`config.mk`:
```
export PLATFORM = sky130hd
export DESIGN_NAME = sample_address_map
export DESIGN_NICKNAME = d
export VERILOG_FILES = /design/src/rtl/sample_map_pkg.sv /design/src/rtl/irq_combiner.sv /design/src/rtl/sample_address_map.sv
export SDC_FILE = /design/constraint.sdc
export NUM_CORES = 1
export LEC_CHECK = 0
export BUFFER_PORTS_ARGS = -buffer_cell sky130_fd_sc_hd__buf_2
export CAP_MARGIN = 20
export CORE_MARGIN = 8
export CORE_UTILIZATION = 41
export DETAILED_ROUTE_END_ITERATION = 7
export HOLD_SLACK_MARGIN = 0.08
export PLACE_DENSITY = 0.92
export SYNTH_ARGS = -nofsm -noshare
export SYNTH_HDL_FRONTEND = slang
export SYNTH_SLANG_ARGS = --single-unit
```
`constraint.sdc`:
```
create_clock -name clk_sys -period 2.1 [get_ports clk_sys]
set_input_delay 0.105 -clock clk_sys [delete_from_list [all_inputs] [get_ports clk_sys]]
set_output_delay 0.105 -clock clk_sys [all_outputs]
set_load 0.005 [all_outputs]
```
`src/rtl/sample_map_pkg.sv`:
```
// Package: address map, slot numbers and interrupt source layout.
// Assumes a 32-bit AHB-Lite address bus and one system clock.
package sample_map_pkg;

    localparam int ADDR_W = 32;
    localparam int NUM_AHB_SLOTS = 4;
    localparam int NUM_APB_SLOTS = 8;
    localparam int NUM_IRQ_SRC = 4;

    // AHB slots sit on 256 MB boundaries
    localparam int AHB_SLOT_MSB = 31;
    localparam int AHB_SLOT_LSB = 28;
    // APB slots sit on 16 MB steps inside the bridge window
    localparam int APB_SLOT_MSB = 27;
    localparam int APB_SLOT_LSB = 24;

    localparam logic [3:0] SLOT_LOW_MEM = 4'h0;
    localparam logic [3:0] SLOT_HIGH_MEM = 4'h1;
    localparam logic [3:0] SLOT_INT_FLASH = 4'h2;
    localparam logic [3:0] SLOT_APB_BRIDGE = 4'hA;

    localparam logic [31:0] BASE_LOW_MEM = 32'h00000000;
    localparam logic [31:0] BASE_HIGH_MEM = 32'h10000000;
    localparam logic [31:0] BASE_INT_FLASH = 32'h20000000;
    localparam logic [31:0] BASE_APB = 32'hA0000000;
    localparam logic [31:0] BASE_ANALOG = 32'hA7000000;

    // APB peripheral slot order
    localparam logic [2:0] APB_PWM = 3'h0;
    localparam logic [2:0] APB_UART = 3'h1;
    localparam logic [2:0] APB_TIMER = 3'h2;
    localparam logic [2:0] APB_INTC = 3'h3;
    localparam logic [2:0] APB_REMAP = 3'h4;
    localparam logic [2:0] APB_GPIO = 3'h5;
    localparam logic [2:0] APB_GPIO2 = 3'h6;
    localparam logic [2:0] APB_ANALOG = 3'h7;

    // Interrupt source bit positions
    localparam int IRQ_UART_RX = 0;
    localparam int IRQ_TIMER = 1;
    localparam int IRQ_ANALOG = 2;
    localparam int IRQ_PWM = 3;

    localparam logic [3:0] IRQ_ENABLE_RESET = 4'hF;

    typedef struct packed {
        logic extFlash;
        logic extSram;
        logic intFlash;
        logic apbBridge;
    } ahb_sel_t;

    // Field order follows the source bit positions above
    typedef struct packed {
        logic pwm;
        logic analogBlock;
        logic timerExpired;
        logic uartRxReady;
    } irq_src_t;

endpackage
```
`src/rtl/irq_combiner.sv`:
```
// Interrupt controller: folds the enabled pending sources onto one line.
// Assumes source levels already synchronous to clk_sys.
`timescale 1ns/100ps
module irq_combiner (
    // Clock and reset
    input wire logic clk_sys,
    input wire logic rst,
    // Sources and enables
    input wire logic [3:0] pending,
    input wire logic [3:0] enable,
    // Shared line
    output logic sharedProcessorIrq
);

    logic next_sharedProcessorIrq;

    always_comb begin
        next_sharedProcessorIrq = |(pending & enable);
    end

    always_ff @(posedge clk_sys or posedge rst) begin
        if (rst) begin
            sharedProcessorIrq <= 1'b0;
        end else begin
            sharedProcessorIrq <= next_sharedProcessorIrq;
        end
    end

endmodule // irq_combiner

```
`src/rtl/sample_address_map.sv`:
```
// Address decode, memory remap and interrupt aggregation of the sample subsystem.
// Assumes an AHB-Lite master on clk_sys and the board switch arriving asynchronously.
//
// Functional notes
// - Each address picks a slave slot from its position on the AHB or APB bus.
// - Remap on: external flash at 0x00000000, external SRAM at 0x10000000.
// - Remap off: external SRAM at 0x00000000, external flash at 0x10000000.
// - Remap only swaps who answers AHB slots 0 and 1; others unchanged.
// - Internal flash at 0x20000000; APB peripherals from 0xA0000000 in 16 MB steps.
// - All slow peripherals sit behind one AHB-to-APB bridge slot.
// - Four sources share one processor interrupt through the controller.
// - Sources: uart receive ready, timer expired, analog block, pwm.
`timescale 1ns/100ps
module sample_address_map (
    // Clock and reset
    input wire logic clk_sys,
    input wire logic rst,
    // AHB-Lite address phase from the processor
    input wire logic [31:0] haddr,
    input wire logic [1:0] htrans,
    input wire logic hready,
    // Board switch, asynchronous
    input wire logic boardConfigSwitch,
    // Interrupt sources and enables
    input wire logic uartRxReadyIrq,
    input wire logic timerExpiredIrq,
    input wire logic analogBlockIrq,
    input wire logic pwmIrq,
    input wire logic [3:0] irqEnable,
    // Slave selects
    output sample_map_pkg::ahb_sel_t ahbSel,
    output logic [7:0] apbSel,
    output logic decodeError,
    output logic remapActive,
    // Processor interrupt
    output logic sharedProcessorIrq
);

    // Synchroniser stages
    logic switchMeta;
    logic switchSync;
    sample_map_pkg::irq_src_t srcMeta;
    sample_map_pkg::irq_src_t srcSync;
    logic next_switchMeta;
    logic next_switchSync;
    sample_map_pkg::irq_src_t next_srcMeta;
    sample_map_pkg::irq_src_t next_srcSync;
    // Address phase view
    logic phaseTaken;
    logic [3:0] ahbSlot;
    logic [3:0] apbSlot;
    // Registered selects
    sample_map_pkg::ahb_sel_t next_ahbSel;
    logic [7:0] next_apbSel;
    logic next_decodeError;
    // Registered switch level
    logic next_remapActive;
    // Sources after synchronisation
    logic [3:0] pendingSrc;

    function automatic logic [3:0] ahb_slot_of(input logic [31:0] addr);
        return addr[sample_map_pkg::AHB_SLOT_MSB:sample_map_pkg::AHB_SLOT_LSB];
    endfunction

    function automatic logic [3:0] apb_slot_of(input logic [31:0] addr);
        return addr[sample_map_pkg::APB_SLOT_MSB:sample_map_pkg::APB_SLOT_LSB];
    endfunction

    // Slots past the last peripheral give no select
    function automatic logic [7:0] apb_onehot(input logic [3:0] slot);
        logic [7:0] sel;
        sel = 8'h00;
        if (slot < 4'(sample_map_pkg::NUM_APB_SLOTS)) begin
            sel[slot[2:0]] = 1'b1;
        end
        return sel;
    endfunction

    function automatic sample_map_pkg::ahb_sel_t ahb_route(input logic [3:0] slot, input logic remap);
        sample_map_pkg::ahb_sel_t sel;
        sel = '0;
        case (slot)
            sample_map_pkg::SLOT_LOW_MEM: begin
                // Swap of slots 0 and 1 only
                if (remap) begin
                    sel.extFlash = 1'b1;
                end else begin
                    sel.extSram = 1'b1;
                end
            end
            sample_map_pkg::SLOT_HIGH_MEM: begin
                if (remap) begin
                    sel.extSram = 1'b1;
                end else begin
                    sel.extFlash = 1'b1;
                end
            end
            sample_map_pkg::SLOT_INT_FLASH: begin
                sel.intFlash = 1'b1;
            end
            sample_map_pkg::SLOT_APB_BRIDGE: begin
                sel.apbBridge = 1'b1;
            end
            default: begin
                sel = '0;
            end
        endcase
        return sel;
    endfunction

    // Holes answer with an error rather than hang the bus
    function automatic logic decode_hole(input logic [3:0] aSlot, input logic [3:0] pSlot);
        logic hole;
        hole = 1'b1;
        case (aSlot)
            sample_map_pkg::SLOT_LOW_MEM: begin
                hole = 1'b0;
            end
            sample_map_pkg::SLOT_HIGH_MEM: begin
                hole = 1'b0;
            end
            sample_map_pkg::SLOT_INT_FLASH: begin
                hole = 1'b0;
            end
            sample_map_pkg::SLOT_APB_BRIDGE: begin
                hole = (apb_onehot(pSlot) == 8'h00);
            end
            default: begin
                hole = 1'b1;
            end
        endcase
        return hole;
    endfunction

    // Switch and sources come from outside the clock domain
    always_comb begin
        next_switchMeta = boardConfigSwitch;
        next_switchSync = switchMeta;
        next_srcMeta.uartRxReady = uartRxReadyIrq;
        next_srcMeta.timerExpired = timerExpiredIrq;
        next_srcMeta.analogBlock = analogBlockIrq;
        next_srcMeta.pwm = pwmIrq;
        next_srcSync = srcMeta;
    end

    // Only the second stage is read outside this group
    always_ff @(posedge clk_sys or posedge rst) begin
        if (rst) begin
            switchMeta <= 1'b0;
            switchSync <= 1'b0;
            srcMeta <= '0;
            srcSync <= '0;
        end else begin
            switchMeta <= next_switchMeta;
            switchSync <= next_switchSync;
            srcMeta <= next_srcMeta;
            srcSync <= next_srcSync;
        end
    end

    // Taken when ready with a non-sequential or sequential transfer
    always_comb begin
        phaseTaken = hready && htrans[1];
        ahbSlot = ahb_slot_of(haddr);
        apbSlot = apb_slot_of(haddr);
    end

    // Recomputed every cycle, so idle and busy phases clear the selects
    always_comb begin
        next_ahbSel = '0;
        next_apbSel = 8'h00;
        next_decodeError = 1'b0;
        if (phaseTaken) begin
            next_ahbSel = ahb_route(ahbSlot, switchSync);
            if (ahbSlot == sample_map_pkg::SLOT_APB_BRIDGE) begin
                next_apbSel = apb_onehot(apbSlot);
            end
            next_decodeError = decode_hole(ahbSlot, apbSlot);
        end
    end

    always_ff @(posedge clk_sys or posedge rst) begin
        if (rst) begin
            ahbSel <= '0;
            apbSel <= 8'h00;
            decodeError <= 1'b0;
        end else begin
            ahbSel <= next_ahbSel;
            apbSel <= next_apbSel;
            decodeError <= next_decodeError;
        end
    end

    // Same synced level as the decode, so the flag never leads the swap
    always_comb begin
        next_remapActive = switchSync;
    end

    always_ff @(posedge clk_sys or posedge rst) begin
        if (rst) begin
            remapActive <= 1'b0;
        end else begin
            remapActive <= next_remapActive;
        end
    end

    // Enables skip the synchronisers; sources lag two cycles behind their pins
    always_comb begin
        pendingSrc = 4'h0;
        pendingSrc[sample_map_pkg::IRQ_UART_RX] = srcSync.uartRxReady;
        pendingSrc[sample_map_pkg::IRQ_TIMER] = srcSync.timerExpired;
        pendingSrc[sample_map_pkg::IRQ_ANALOG] = srcSync.analogBlock;
        pendingSrc[sample_map_pkg::IRQ_PWM] = srcSync.pwm;
    end

    irq_combiner u_irq (
        .clk_sys(clk_sys),
        .rst(rst),
        .pending(pendingSrc),
        .enable(irqEnable),
        .sharedProcessorIrq(sharedProcessorIrq)
    );

endmodule // sample_address_map

```
# Yosys cells after proc, flatten, opt, wreduce, memory -nomap -nowiden
# Index checks and enable logic that the tools add are counted.
[word_totals]
in_bits = 46
word_cells = 46
output_inout_bits = 15
reg_bits = 25
[classes]
n_lt_le_gt_ge = 3
eq_ne = 3
n_mux = 15
reduce_logical = 6
bitwise = 1
[ops]
columns = ["op", "count"]
rows = [
  ["2-to-1 mux 8 bit", 5],
  ["logical NOT 8 bit", 1],
  ["2-to-1 mux 1 bit", 6],
  ["bitwise AND 4 bit", 1],
  ["== test 4 x 1 -> 1 bit, second input constant", 1],
  ["== test 4 x 2 -> 1 bit, second input constant", 1],
  ["== test 4 bit, second input constant", 1],
  ["logical NOT 4 bit", 1],
  ["less-than comparator 3 x 4 -> 1 bit, second input constant", 1],
  ["less-than comparator 4 bit, second input constant", 1],
  ["2-to-1 mux 4 bit", 1],
  ["case mux 2 bit (2 select lines)", 1],
  ["OR reduction 4 bit", 1],
  ["demux 1 bit (select 3 bit)", 1],
  ["greater-or-equal comparator 3 x 1 -> 1 bit, second input constant", 1],
  ["OR reduction 3 bit", 1],
  ["logical AND 1 bit", 2],
  ["case mux 1 bit (2 select lines)", 1],
]

# Depth between registers and ports, before layout
[logic_depth]
ltp_word = 10
ltp_mapped = 3
ltp_nobuf = 3

# By module
# Synthesis repeated with hierarchy kept, for this count alone.
[unflattened]
hier_cells = 57
area_unflattened_um2 = 814.5
[modules_own_cells]
columns = ["mod", "seq_area_each_um2", "cells_each", "area_per_inst_um2", "instances"]
rows = [
  ["sample_address_map", 600.6, 52, 767.0, 1],
  ["irq_combiner", 25.0, 5, 47.5, 1],
]

# Least setup slack after synthesis
# No wires, ideal clock.
[synth_timing]
path_type = "in2reg"
from = "in haddr[27]"
to = "reg apbSel[0]"
arrival_time_ns = 0.914
path_stages = 3
path_buffers = 0
path_slack_ns = 1.106
required_time_ns = 2.020
setup_time_ns = 0.080
path_cell_list = "and4b_1 > or4b_4 > nor3_2"
[synth_via]
elab_chain_len = 4
[synth_rtl]
columns = ["item", "line", "source"]
rows = [
  ["start, declared", "sample_address_map.sv:19", "input wire logic [31:0] haddr,"],
  ["less-than comparator 4 bit", "sample_address_map.sv:73", "if (slot < 4'(sample_map_pkg::NUM_APB_SLOTS)) begin"],
  ["2-to-1 mux 8 bit", "sample_address_map.sv:73", ""],
  ["2-to-1 mux 8 bit", "sample_address_map.sv:175", "if (ahbSlot == sample_map_pkg::SLOT_APB_BRIDGE) begin"],
  ["2-to-1 mux 8 bit", "sample_address_map.sv:173", "if (phaseTaken) begin"],
  ["via next_apbSel[0]", "sample_address_map.sv:54", "logic [7:0] next_apbSel;"],
  ["end signal, assigned", "sample_address_map.sv:189", "apbSel <= next_apbSel;"],
  ["end, declared", "sample_address_map.sv:32", "output logic [7:0] apbSel,"],
]
# The timed path passes the listed nets, and every way through them passes these cells.

# Worst setup path after layout
[layout_timing]
from = "in irqEnable[3]"
to = "reg u_irq.sharedProcessorIrq"
[layout_via]
elab_chain_len = 2
[layout_rtl]
columns = ["item", "line", "source"]
rows = [
  ["start, declared", "sample_address_map.sv:29", "input wire logic [3:0] irqEnable,"],
  ["bitwise AND 4 bit", "irq_combiner.sv:18", "next_sharedProcessorIrq = |(pending & enable);"],
  ["OR reduction 4 bit", "irq_combiner.sv:18", ""],
  ["via u_irq.next_sharedProcessorIrq", "irq_combiner.sv:15", "logic next_sharedProcessorIrq;"],
  ["end signal, assigned", "irq_combiner.sv:25", "sharedProcessorIrq <= next_sharedProcessorIrq;"],
  ["end, declared", "irq_combiner.sv:12", "output logic sharedProcessorIrq"],
]
# The timed path passes the listed nets, and every way through them passes these cells.

==> qor.txt <==
==================================================================================
Hold EP                                                               apbSel[1]$_DFF_PP0_
Library cells used by synthesis                                                 19
Routability cong.                                                            0.676
Setup repair after global routing missed its margin                             no
Average size of a mapped cell                                             14.5 um2
Clk slew on worst S/H paths                                                0.12 ns
Cell depth of the worst min-delay path                                           3
Startpoint Class                                                        input port
Clock Latency Late Sink                                                    0.30 ns
Setup bufs post-CTS                                                              0
Final setup violating endpoints                                                  0
Initial Utilization                                                          42.2%
Final number of max-transition violations                                        0
Arrival time of the worst setup path                                       2.06 ns
Total routing resource utilization after global routing                      10.3%
Pin count of the biggest net entering global routing                            26
Worst Hold Launch                                                        haddr[26]
Class of the most critical hold timing path                              in -> reg
Final setup slack of the worst path                                       0.233 ns
Share of the synthesized area in the top cell type                           77.2%
Max Freq                                                                   536 MHz
Cells after Synth                                                               56
Pre-CTS WS                                                                0.934 ns
Vertical die dimension                                                     60.5 um
Root buf cell                                                         sky130_fd_sc_hd__clkbuf_4
Nets                                                                           158
Worst-case vdd ir drop                                                      324 uV
Number of diodes                                                                 0
Wire length of the first global-routing pass                               2790 um
Maximum fanout count along the critical path                                     1
Total I/O pin count                                                             61
Mean routed wirelength per cell                                            13.2 um
Number of maximum-capacitance constraint violations                              0
Yosys reg bits                                                                  25
Netlist Area Pre-Place                                                     811 um2
Count of clock tree sinks                                                       25
Number of DRC markers in iteration 0                                            17
DR vias                                                                        624
Worst flop-to-flop path endpoint                                      u_irq.sharedProcessorIrq$_DFF_PP0_
Number of hold violations in the final report                                    0
Vias in the first global route                                                 657
Min Tclk post-route                                                        1.87 ns
Outcome                                                               finished, final reports clean
Fraction of layout cells with a size suffix above 1                          37.8%
Setup TNS Final                                                               0 ns
Overall die width                                                          60.5 um
Clock buffer count from CTS                                                      3
Site Rows                                                                       16
Area delta synth->final                                                      48.8%
Part of the Yosys area used for sequential elements                          77.2%
Worst slew slack as a fraction of its limit                                  42.4%
Worst Tran Pin Value                                                      0.863 ns
Via density                                                                   4.52
Power Dens Cells                                                        641 nW/um2
GRT overflow                                                                     0
Residual DRC                                                                     0
Post-cts gate resize count                                                       0
Final routed wirelength across all metal layers                            1830 um
Number of H-tree levels                                                          1
Worst reg2reg startpoint                                              pendingSrc[2]$_DFF_PP0_
Total of warnings raised by yosys                                                0
Leak Pwr                                                                  0.628 nW
Non-filler instance count after layout                                         138
Cell taking the most area after synthesis                             sky130_fd_sc_hd__dfrtp_1
Number of buffers on the longest clock path                                      2
Top cells by area, synth                                              sky130_fd_sc_hd__dfrtp_1, sky130_fd_sc_hd__nor2_1, sky130_fd_sc_hd__nand2b_1
Critical path class                                                      in -> reg
Final critical-path share of the clock period                                88.9%
Total nets after synthesis                                                     102
Area of the die                                                           3660 um2
Placed Cells                                                                   118
Remaining number of nets flagged by the antenna check after routing              0
Area of the core                                                          1920 um2
Register-to-Register Path Depth                                                  4
Required time of the critical path                                         2.29 ns
Worst clock skew                                                        0.00790 ns
Clock tree from TritonCTS                                                     done
Count of buffers from port buffering                                            35
Half-perimeter wire length after placement                                 1280 um
Worst setup EP type                                                      flip-flop
Initial DRT Pass Iterations                                                      4
Setup slack of the most critical reg-to-reg path                           0.29 ns
Count of hold-fix buffers inserted at cts                                       16
Antenna violations before repair                                                 0
==================================================================================
-- cells in the mapped netlist (all sizes together) --
master	count
a21oi	2
a22oi	2
and4	1
and4b	1
dfrtp	25
inv	2
nand2	3
nand2b	3
nand3	1
nor2	7
nor2b	1
nor3	2
nor3b	1
nor4	1
o21ai	1
or4	1
or4b	1
xor2	1
-- routing by layer --
| metal | wire length, um | global-route usage, % | vias up |
|---|---|---|---|
| li1 | - | - | 300 |
| met1 | 710 | 10.9 | 296 |
| met2 | 917 | 18.3 | 26 |
| met3 | 191 | 2.97 | 2 |
| met4 | 8 | 4.98 | 0 |
| met5 | 0 | 0 | - |
-- cell type report --
cell class | instances | area [um2]
fill | 159 | 716
sequential | 25 | 626
timing repair buffer | 51 | 335
multi-input combinational | 29 | 178
tap | 27 | 33.8
clock buffer | 4 | 26.3
inverter | 2 | 7.51
-- cell families after synthesis --
| group | synth area share (%) |
|---|---|
| flip-flops | 77.2 |
| AND/OR/NAND/NOR | 17.1 |
| AO/OA/AOI/OAI | 3.70 |
| buffers and inverters | 0.926 |
| XOR/XNOR | 1.08 |
-- placed cells by master, fill, tap and decap left out --
| cell type | count |
|---|---|
| sky130_fd_sc_hd__inv_1 | 2 |
| sky130_fd_sc_hd__nand3_1 | 1 |
| sky130_fd_sc_hd__dlygate4sd3_1 | 16 |
| sky130_fd_sc_hd__and4_2 | 1 |
| sky130_fd_sc_hd__and4b_1 | 1 |
| sky130_fd_sc_hd__nor3_2 | 1 |
| sky130_fd_sc_hd__clkbuf_4 | 3 |
| sky130_fd_sc_hd__or4_2 | 1 |
| sky130_fd_sc_hd__or4b_4 | 1 |
| sky130_fd_sc_hd__buf_2 | 35 |
| sky130_fd_sc_hd__clkbuf_1 | 1 |
| sky130_fd_sc_hd__nand2b_1 | 3 |
| sky130_fd_sc_hd__xor2_1 | 1 |
| sky130_fd_sc_hd__nor2b_1 | 1 |
| sky130_fd_sc_hd__nor4_1 | 1 |
| sky130_fd_sc_hd__dfrtp_1 | 25 |
| sky130_fd_sc_hd__nor2_1 | 7 |
| sky130_fd_sc_hd__nand2_1 | 3 |
| sky130_fd_sc_hd__a21oi_1 | 2 |
| sky130_fd_sc_hd__o21ai_0 | 1 |
| sky130_fd_sc_hd__nor3_1 | 1 |
| sky130_fd_sc_hd__nor3b_1 | 1 |
| sky130_fd_sc_hd__a22oi_1 | 2 |
-- critical path: stages --
cell and delay, ns:
sky130_fd_sc_hd__dlygate4sd3_1 0.54, sky130_fd_sc_hd__buf_2 0.12, sky130_fd_sc_hd__a22oi_1 0.11, sky130_fd_sc_hd__dlygate4sd3_1 0.57, sky130_fd_sc_hd__nand2_1 0.05, sky130_fd_sc_hd__dlygate4sd3_1 0.55
-- registers in the layout (all words and copies together) (netlist names) --
signal	cells
u_irq.sharedProcessorIrq	1
pendingSrc	4
next_srcSync	4
ahbSel	4
decodeError	1
remapActive	1
apbSel	8
next_remapActive	1
next_switchSync	1
-- metrics by stage --
stage	total power [mW]	area, um2	utilization (%)	hold slack (ns)
after detailed placement	0.564	1020	53.1	0.215
after floorplan	0.529	811	-	0.132
after global placement	0.560	1020	53.1	0.213
final	0.774	1210	62.8	0.0946
after CTS	0.781	1210	62.8	0.0879
after global routing	0.807	1210	62.8	0.0898
-- worst max path at each step --
stage,start,end,slack (ns)
after CTS,haddr[31],apbSel[0]$_DFF_PP0_,0.25
after global routing,irqEnable[3],u_irq.sharedProcessorIrq$_DFF_PP0_,0.16
after detailed placement,haddr[27],apbSel[3]$_DFF_PP0_,0.93
after floorplan,haddr[27],apbSel[0]$_DFF_PP0_,1.11
final,irqEnable[3],u_irq.sharedProcessorIrq$_DFF_PP0_,0.23
after global placement,haddr[27],apbSel[0]$_DFF_PP0_,0.96
-- power breakdown --
group          internal, mW  switching [mW]  total (mW)
combinational        0.0427          0.0338      0.0765
sequential            0.495         0.00388       0.499
clock                0.0740           0.124       0.198
(Power assumes the default switching activity.)
